File: config.mk
export PLATFORM = sky130hd
export DESIGN_NAME = eai_top
export DESIGN_NICKNAME = d
export VERILOG_FILES = /design/src/eai_pkg.sv /design/src/eai_top.sv /design/src/eai_delay_qual.sv
export SDC_FILE = /design/constraint.sdc
export NUM_CORES = 1
export LEC_CHECK = 0
export BUFFER_PORTS_ARGS = -buffer_cell sky130_fd_sc_hd__buf_2
export CORE_MARGIN = 4
export CORE_UTILIZATION = 45
export CTS_CLUSTER_DIAMETER = 60
export DETAILED_ROUTE_END_ITERATION = 8
export PLACE_DENSITY = 0.69
export RECOVER_POWER = 100
export SYNTH_ARGS = -nofsm -noshare
export SYNTH_HDL_FRONTEND = slang
export SYNTH_SLANG_ARGS = --single-unit
File: constraint.sdc
create_clock -name sys_clk -period 4.8 [get_ports sys_clk]
set_input_delay 0.96 -clock sys_clk [delete_from_list [all_inputs] [get_ports sys_clk]]
set_output_delay 0.96 -clock sys_clk [all_outputs]
set_load 0.02 [all_outputs]
File: src/eai_pkg.sv
// Notes on behaviour
// - alarm lights driven only when min/max alarm function is selected
// - minimum alarm lights the alarm and min indicators
// - maximum alarm lights the alarm and max indicators
// - system alarm or error lights all three indicators and shows its code; here only self-diagnostic and sensor faults light them
// - impermissible state replaces the reading with its error code
// - input above measuring range or counter overflow shows code 1
// - input below range, live-zero or counter underflow shows code 2
// - codes 1 and 2 clear by themselves once input is back in range
// - display value above 9999 shows code 3, clears when below again
// - display value below -1999 shows code 4, clears when above again
// - self-diagnostic failure shows code 7
// - broken or shorted sensor shows code 9
// - faulty quantity needed for display value shows code 11
// - inconsistent configuration shows code 12
// - alarm switching outputs are inverted: active while no alarm
// - min/max alarm asserts only after limit exceeded for the delay time
package eai_pkg;

  localparam int VAL_W = 16;
  localparam int DLY_W = 16;
  localparam int CODE_W = 4;

  // display limits in digits
  localparam logic signed [VAL_W-1:0] DISP_MAX = 16'sd9999;
  localparam logic signed [VAL_W-1:0] DISP_MIN = -16'sd1999;

  // error codes as shown on the display
  localparam logic [CODE_W-1:0] CODE_NONE = 4'h0;
  localparam logic [CODE_W-1:0] CODE_OVER = 4'h1;
  localparam logic [CODE_W-1:0] CODE_UNDER = 4'h2;
  localparam logic [CODE_W-1:0] CODE_DISP_HI = 4'h3;
  localparam logic [CODE_W-1:0] CODE_DISP_LO = 4'h4;
  localparam logic [CODE_W-1:0] CODE_SYSTEM = 4'h7;
  localparam logic [CODE_W-1:0] CODE_SENSOR = 4'h9;
  localparam logic [CODE_W-1:0] CODE_CALC = 4'hB;
  localparam logic [CODE_W-1:0] CODE_CONFIG = 4'hC;

  // output function selection
  localparam logic [2:0] FUNC_MINMAX_ALARM = 3'h4;

  // interrupt status bit positions
  localparam int IRQ_W = 3;
  localparam int IRQ_MIN = 0;
  localparam int IRQ_MAX = 1;
  localparam int IRQ_ERR = 2;

  // register offsets
  localparam logic [3:0] REG_FUNC = 4'h0;
  localparam logic [3:0] REG_HI_LIM = 4'h1;
  localparam logic [3:0] REG_LO_LIM = 4'h2;
  localparam logic [3:0] REG_DELAY = 4'h3;
  localparam logic [3:0] REG_STATUS = 4'h4;
  localparam logic [3:0] REG_IRQ_STAT = 4'h5;
  localparam logic [3:0] REG_IRQ_CLR = 4'h6;
  localparam logic [3:0] REG_IRQ_EN = 4'h7;

  // reset values
  localparam logic [2:0] FUNC_RST = 3'h0;
  localparam logic [DLY_W-1:0] DELAY_RST = 16'h0000;
  localparam logic [VAL_W-1:0] HI_RST = 16'h0000;
  localparam logic [VAL_W-1:0] LO_RST = 16'h0000;

  // condition flags from measuring chain
  typedef struct packed {
    logic over_range;
    logic under_range;
    logic self_fail;
    logic sensor_fail;
    logic calc_fail;
    logic config_fail;
  } eai_diag_t;

  // panel indicator lights
  typedef struct packed {
    logic alarm;
    logic min;
    logic max;
  } eai_leds_t;

endpackage : eai_pkg

File: src/eai_top.sv
// The register offsets and the address-and-strobe port were decided locally.
`timescale 1ns/10ps
module eai_top
  import eai_pkg::*;
(
  // clock and reset
  input wire logic sys_clk,
  input wire logic sys_rst,
  // measurement chain
  input wire logic signed [eai_pkg::VAL_W-1:0] meas_value,
  input wire logic signed [eai_pkg::VAL_W-1:0] disp_value,
  input wire eai_pkg::eai_diag_t diag,
  // register port
  input wire logic [3:0] reg_addr,
  input wire logic [31:0] reg_wdata,
  input wire logic reg_wr,
  input wire logic reg_rd,
  output logic [31:0] reg_rdata,
  // panel
  output eai_pkg::eai_leds_t leds,
  output logic [eai_pkg::CODE_W-1:0] err_code,
  output logic err_show,
  output logic min_out,
  output logic max_out,
  output logic irq
);

  // configuration registers
  logic [2:0] func_q, func_d;
  logic signed [VAL_W-1:0] hi_q, hi_d, lo_q, lo_d;
  logic [DLY_W-1:0] dly_q, dly_d;
  logic [IRQ_W-1:0] irq_stat_q, irq_stat_d, irq_en_q, irq_en_d;
  logic [31:0] rdata_q, rdata_d;

  // indicator and display state
  eai_leds_t leds_q, leds_d;
  logic [CODE_W-1:0] code_q, code_d;
  logic show_q, show_d;
  logic min_out_q, min_out_d, max_out_q, max_out_d;
  logic min_raw, max_raw, min_alarm, max_alarm;
  logic sys_err, minmax_sel;
  logic [IRQ_W-1:0] events;
  logic [CODE_W-1:0] code_sel;

  // limit compares are raw; delay modules filter short excursions
  assign max_raw = meas_value > hi_q;
  assign min_raw = meas_value < lo_q;

  eai_delay_qual #(.W(DLY_W)) u_max_qual (
    .sys_clk(sys_clk),
    .sys_rst(sys_rst),
    .cond(max_raw),
    .delay(dly_q),
    .qual(max_alarm)
  );

  eai_delay_qual #(.W(DLY_W)) u_min_qual (
    .sys_clk(sys_clk),
    .sys_rst(sys_rst),
    .cond(min_raw),
    .delay(dly_q),
    .qual(min_alarm)
  );

  // error classification; codes follow inputs live, so clearing is automatic
  // fixed priority order
  always_comb begin
    code_sel = CODE_NONE;
    if (diag.self_fail) begin
      code_sel = CODE_SYSTEM;
    end else if (diag.sensor_fail) begin
      code_sel = CODE_SENSOR;
    end else if (diag.config_fail) begin
      code_sel = CODE_CONFIG;
    end else if (diag.over_range) begin
      code_sel = CODE_OVER;
    end else if (diag.under_range) begin
      code_sel = CODE_UNDER;
    end else if (diag.calc_fail) begin
      code_sel = CODE_CALC;
    end else if (disp_value > DISP_MAX) begin
      code_sel = CODE_DISP_HI;
    end else if (disp_value < DISP_MIN) begin
      code_sel = CODE_DISP_LO;
    end
  end

  // system alarm covers hardware and sensor faults
  assign sys_err = diag.self_fail | diag.sensor_fail;
  assign minmax_sel = func_q == FUNC_MINMAX_ALARM;

  // indicators, display code and switching outputs
  always_comb begin
    leds_d = '0;
    code_d = code_sel;
    show_d = code_sel != CODE_NONE;
    if (minmax_sel) begin
      if (sys_err) begin
        leds_d = '{alarm: 1'b1, min: 1'b1, max: 1'b1};
      end else begin
        leds_d.alarm = min_alarm | max_alarm;
        leds_d.min = min_alarm;
        leds_d.max = max_alarm;
      end
    end
    min_out_d = ~(min_alarm | (minmax_sel & sys_err));
    max_out_d = ~(max_alarm | (minmax_sel & sys_err));
  end

  always_ff @(posedge sys_clk or posedge sys_rst) begin
    if (sys_rst) begin
      leds_q <= '0;
      code_q <= CODE_NONE;
      show_q <= 1'b0;
      min_out_q <= 1'b1;
      max_out_q <= 1'b1;
    end else begin
      leds_q <= leds_d;
      code_q <= code_d;
      show_q <= show_d;
      min_out_q <= min_out_d;
      max_out_q <= max_out_d;
    end
  end

  assign events[IRQ_MIN] = min_alarm;
  assign events[IRQ_MAX] = max_alarm;
  assign events[IRQ_ERR] = code_sel != CODE_NONE;

  // register writes, sticky status and reads; a set beats a same-cycle clear
  always_comb begin
    func_d = func_q;
    hi_d = hi_q;
    lo_d = lo_q;
    dly_d = dly_q;
    irq_en_d = irq_en_q;
    irq_stat_d = irq_stat_q;
    rdata_d = '0;
    if (reg_wr) begin
      unique case (reg_addr)
        REG_FUNC: func_d = reg_wdata[2:0];
        REG_HI_LIM: hi_d = reg_wdata[VAL_W-1:0];
        REG_LO_LIM: lo_d = reg_wdata[VAL_W-1:0];
        REG_DELAY: dly_d = reg_wdata[DLY_W-1:0];
        REG_IRQ_CLR: irq_stat_d = irq_stat_q & ~reg_wdata[IRQ_W-1:0];
        REG_IRQ_EN: irq_en_d = reg_wdata[IRQ_W-1:0];
        default: ;
      endcase
    end
    irq_stat_d = irq_stat_d | events;
    if (reg_rd) begin
      unique case (reg_addr)
        REG_FUNC: rdata_d = {29'h0, func_q};
        REG_HI_LIM: rdata_d = {16'h0, hi_q};
        REG_LO_LIM: rdata_d = {16'h0, lo_q};
        REG_DELAY: rdata_d = {16'h0, dly_q};
        REG_STATUS: rdata_d = {21'h0, show_q, code_q, leds_q, max_alarm, min_alarm, sys_err};
        REG_IRQ_STAT: rdata_d = {29'h0, irq_stat_q};
        REG_IRQ_EN: rdata_d = {29'h0, irq_en_q};
        default: rdata_d = '0;
      endcase
    end
  end

  always_ff @(posedge sys_clk or posedge sys_rst) begin
    if (sys_rst) begin
      func_q <= FUNC_RST;
      hi_q <= HI_RST;
      lo_q <= LO_RST;
      dly_q <= DELAY_RST;
      irq_en_q <= '0;
      irq_stat_q <= '0;
      rdata_q <= '0;
    end else begin
      func_q <= func_d;
      hi_q <= hi_d;
      lo_q <= lo_d;
      dly_q <= dly_d;
      irq_en_q <= irq_en_d;
      irq_stat_q <= irq_stat_d;
      rdata_q <= rdata_d;
    end
  end

  assign leds = leds_q;
  assign err_code = code_q;
  assign err_show = show_q;
  assign min_out = min_out_q;
  assign max_out = max_out_q;
  assign irq = |(irq_stat_q & irq_en_q);
  assign reg_rdata = rdata_q;

endmodule : eai_top

File: src/eai_delay_qual.sv
`timescale 1ns/10ps
// qualifies a condition: out goes high at the edge where cond has been held for delay+1 edges
module eai_delay_qual #(
  parameter int W = 16
) (
  // clock and reset
  input wire logic sys_clk,
  input wire logic sys_rst,
  // condition
  input wire logic cond,
  input wire logic [W-1:0] delay,
  // result
  output logic qual
);

  logic [W-1:0] cnt_q, cnt_d;
  logic qual_q, qual_d;

  // count while condition holds, restart as soon as it drops
  // delay before alarm
  always_comb begin
    cnt_d = '0;
    qual_d = 1'b0;
    if (cond) begin
      if (cnt_q >= delay) begin
        cnt_d = cnt_q;
        qual_d = 1'b1;
      end else begin
        cnt_d = cnt_q + 1'b1;
      end
    end
  end

  always_ff @(posedge sys_clk or posedge sys_rst) begin
    if (sys_rst) begin
      cnt_q <= '0;
      qual_q <= 1'b0;
    end else begin
      cnt_q <= cnt_d;
      qual_q <= qual_d;
    end
  end

  assign qual = qual_q;

endmodule : eai_delay_qual

==> metrics.csv <==
stage,metric,value,unit
sta,relSlewSlack,-92.2,%
floorplanning,fp.coreArea,0.0151,mm^2
global_routing,grt.overflow.total,0,
worst_setup_path,cp-end-kind,flip-flop,
sta,min_period_over_period,78.6,%
sta,worst_pin_slew,2.87,ns
status,status,"complete, but fails checks",
pwr,switchingPower,1.01,mW
floorplanning,start_util,45.8,%
placement,placed_cells,947,
floorplanning,pin_count,121,
yosys,synthArstFlopShare,100,%
sta,rsz0062_at_grt,false,
global_routing,grt_busiest_layer,met2,
pwr,p_leak,3.61,nW
sta,hold_violations,0,
global_routing,antenna_found_initial,0,
placement,place.gp.congestion,0.821,
routing,wl_per_cell,18.0,um
cts,clockBufferDepth,2,
sta,tns,0,ns
routing,routed_wl,17600,um
yosys,yosysWarningCount,0,
layout,syn_to_final_growth,14.4,%
pwr,ir_drop,0.000288,V
worst_setup_path,reg2reg_depth,8,
yosys,ys_ff_latch,117,
global_routing,grtUsageTotal,20.5,%
cts,post_cts_buffers,0,
cts,cts_tree,yes,
yosys,avgSynthCellArea,10.1,um^2
yosys,synth_edf_count,0,
routing,drc,0,
layout,drive_gt1_share,18.8,%
yosys,synth_cells,688,
global_routing,grt_max_degree,64,
routing,drtIter0Drc,269,
status,violations,"capacitance limit, slew limit",
pwr,combPwrFrac,23.2,%
hold_path,hold_depth,1,
global_routing,grtUsageMet3,5.76,%
yosys,yosysUniqueCellTypes,57,
cts,cts_hold_buffers,0,
routing,drtAntennaViolNets,0,
sta,fin_crit,3.77,ns
cts,cts.clk_slew.worst_paths,0.06,ns
sta,clock.fmax,0.265,GHz
worst_setup_path,required,5.10,ns
routing,vias,5575,
pwr,power.clock.fraction,36.3,%
floorplanning,die_width,132,um
sta,finalMaxSlewViolations,84,
worst_setup_path,worstPathArrival,4.07,ns
placement,hpwl,13000,um
global_routing,grt_pass1_wl,28300,um
sta,clock_skew,0.00947,ns
worst_setup_path,worstSetupStartpointType,primary input,
floorplanning,chipHeight,132,um
cts,htreeDepth,4,
cts,clk_latency,0.43,ns
routing,drt_first_pass_iters,5,
cts,cts_num_sinks,117,
layout,antennaDiodeCount,0,
cts,cts_made_buffers,17,
yosys,syn_area,0.00694,mm^2
floorplanning,rows,45,
sta,setup_viol,0,
placement,io_buffers,88,
pwr,swShare,32.6,%
global_routing,use_met2,32.8,%
pwr,intPower,2.10,mW
pwr,power_density,392,mW/mm^2
hold_path,hp-class,flip-flop to flip-flop,
pwr,p_seq_share,40.5,%
yosys,yosys_most_used_dff,dfrtp_1,
worst_setup_path,critPathMaxFanout,17,
layout,final_cells,979,
layout,nets,921,
floorplanning,die-area,0.0175,mm^2
worst_setup_path,r2r_slack,1.43,ns
routing,vias_per_cell,5.69,
cts,cts_resized,0,
global_routing,grt_pass1_vias,5549,
global_routing,grt_use_met1,27.3,%
yosys,seq_area_frac_synth,42.2,%
worst_setup_path,criticalPathCategory,primary input to flip-flop,
run,cap_violations,2,
cts,root_buffer,clkbuf_16,
==> state kept, by name, summed over array words and instances, names as in the netlist, 3 cells and up <==
name / count
irq_stat_q: 3
err_code: 4
u_min_qual.cnt_q: 16
func_q: 3
lo_q: 16
hi_q: 16
dly_q: 16
leds: 3
irq_en_q: 3
u_max_qual.cnt_q: 16
reg_rdata: 16
==> cell families (layout without fill, tap and decap cells) <==
| logic type | count (synthesis) | in the layout | share of synthesized area, % |
|---|---|---|---|
| mux | 57 | 57 | 9.21 |
| other cells | 1 | 16 | 0.0540 |
| compound gates | 167 | 167 | 16.2 |
| fa+ha+maj | 65 | 65 | 11.7 |
| buf+inv | 99 | 187 | 6.45 |
| simple gates | 173 | 173 | 13.1 |
| xor+xnor | 9 | 9 | 1.14 |
| flops | 117 | 117 | 42.2 |
==> per-stage QoR <==
stage / utilization [%] / hold WS [ns] / power, mW / cell area, um^2 / setup slack, ns
floorplan: - / 0.410 / 1.79 / 7000 / 0.743
global placement: 49.5 / 0.490 / 1.99 / 7490 / 1.43
detailed placement: 49.5 / 0.494 / 2.01 / 7490 / 1.34
CTS: 52.9 / 0.507 / 3.15 / 8020 / 1.78
global route: 52.4 / 0.518 / 3.30 / 7940 / 0.828
finish: 52.4 / 0.508 / 3.11 / 7940 / 1.03
==> layout make-up <==
class	count	area (um^2)
fill	1423	7210
sequential	117	2930
clock inverter	12	87.6
timing repair buffer	92	420
tap	188	235
clock buffer	20	437
inverter	63	238
multi-input combinational	487	3590
==> metal layers <==
| metal | part of all wire (%) | vias up | routed length [um] |
|---|---|---|---|
| met3 | 5.2 | 24 | 918 |
| met4 | 1.8 | 0 | 324 |
| met2 | 47 | 149 | 8320 |
| met1 | 46 | 2728 | 8040 |
| met5 | 0 | - | 0 |
| li1 | - | 2674 | - |
==> path summary, 6_finish.rpt <==
| kind | start | end |
|---|---|---|
| worst max-delay path | reg_addr[1] | lo_q[13]$_DFFE_PP0P_ |
| worst min-delay path | lo_q[1]$_DFFE_PP0P_ | lo_q[1]$_DFFE_PP0P_ |
| worst max register to register | dly_q[5]$_DFFE_PP0P_ | u_max_qual.cnt_q[4]$_DFFE_PP0N_ |
| worst min register to register | lo_q[1]$_DFFE_PP0P_ | lo_q[1]$_DFFE_PP0P_ |
| max in group asynchronous | sys_rst | max_out$_DFF_PP1_ |
| min in group asynchronous | sys_rst | reg_rdata[14]$_DFF_PP0_ |
==> placed cells by master (no fill, tap or decap), types with 3 or more instances in the layout <==
| cell | Yosys | layout |
|---|---|---|
| a211oi_1 | 11 | 11 |
| nand2_1 | 38 | 39 |
| buf_2 | 7 | 54 |
| and2_1 | 6 | 4 |
| clkbuf_1 | 11 | 39 |
| o21ai_1 | 4 | 4 |
| conb_1 | 1 | 16 |
| nor2b_1 | 5 | 5 |
| clkinvlp_4 | 0 | 8 |
| mux2_2 | 55 | 54 |
| o21ai_0 | 34 | 35 |
| or3_1 | 16 | 16 |
| o31ai_1 | 3 | 3 |
| a2111oi_2 | 4 | 3 |
| nor3_1 | 5 | 6 |
| o211ai_1 | 9 | 9 |
| or4_1 | 8 | 8 |
| nand4_1 | 10 | 10 |
| clkbuf_16 | 0 | 17 |
| and4_1 | 5 | 5 |
| xor2_1 | 6 | 6 |
| o21a_1 | 3 | 3 |
| nor4_1 | 4 | 4 |
| nor2_1 | 37 | 37 |
| o2111ai_1 | 7 | 7 |
| ha_1 | 65 | 65 |
| a21oi_1 | 43 | 44 |
| dfrtp_1 | 115 | 115 |
| a21o_1 | 8 | 8 |
| a221oi_1 | 3 | 3 |
| nand3_1 | 17 | 17 |
| a22oi_1 | 21 | 21 |
| xnor2_1 | 3 | 3 |
| nand2b_1 | 3 | 3 |
| inv_1 | 63 | 62 |
| and3_1 | 9 | 9 |
==> cells in the mapped netlist, types with 7 or more instances <==
cell / n / share of area, %
o2111ai_1: 7 / 0.88
nand3_1: 17 / 1.2
ha_1: 65 / 12
inv_1: 63 / 3.4
a22oi_1: 21 / 2.3
a21oi_1: 43 / 3.1
mux2_2: 55 / 8.9
o21ai_0: 34 / 2.5
o211ai_1: 9 / 0.97
clkbuf_1: 11 / 0.59
nand2_1: 38 / 2.1
buf_2: 7 / 0.50
a21o_1: 8 / 0.87
and3_1: 9 / 0.81
buf_4: 16 / 1.7
nand4_1: 10 / 0.90
or3_1: 16 / 1.4
a211oi_1: 11 / 1.2
nor2_1: 37 / 2.0
dfrtp_1: 115 / 41
or4_1: 8 / 0.87
==> worst max-delay path, stage by stage <==
cell and delay (ns):
clkbuf_1 0.62, nand2b_1 0.23, nor3_1 0.91, nand2_1 0.82, mux2_2 0.52
==> power groups by stage <==
stage	registers (mW)	clock network (mW)	logic, mW
after detailed placement	1.27	0	0.741
after CTS	1.26	1.14	0.749
final	1.26	1.13	0.723
after global routing	1.28	1.19	0.830
after global placement	1.26	0	0.722
after floorplan	1.25	0	0.540
No activity file was read; power rests on OpenSTA's default activity.
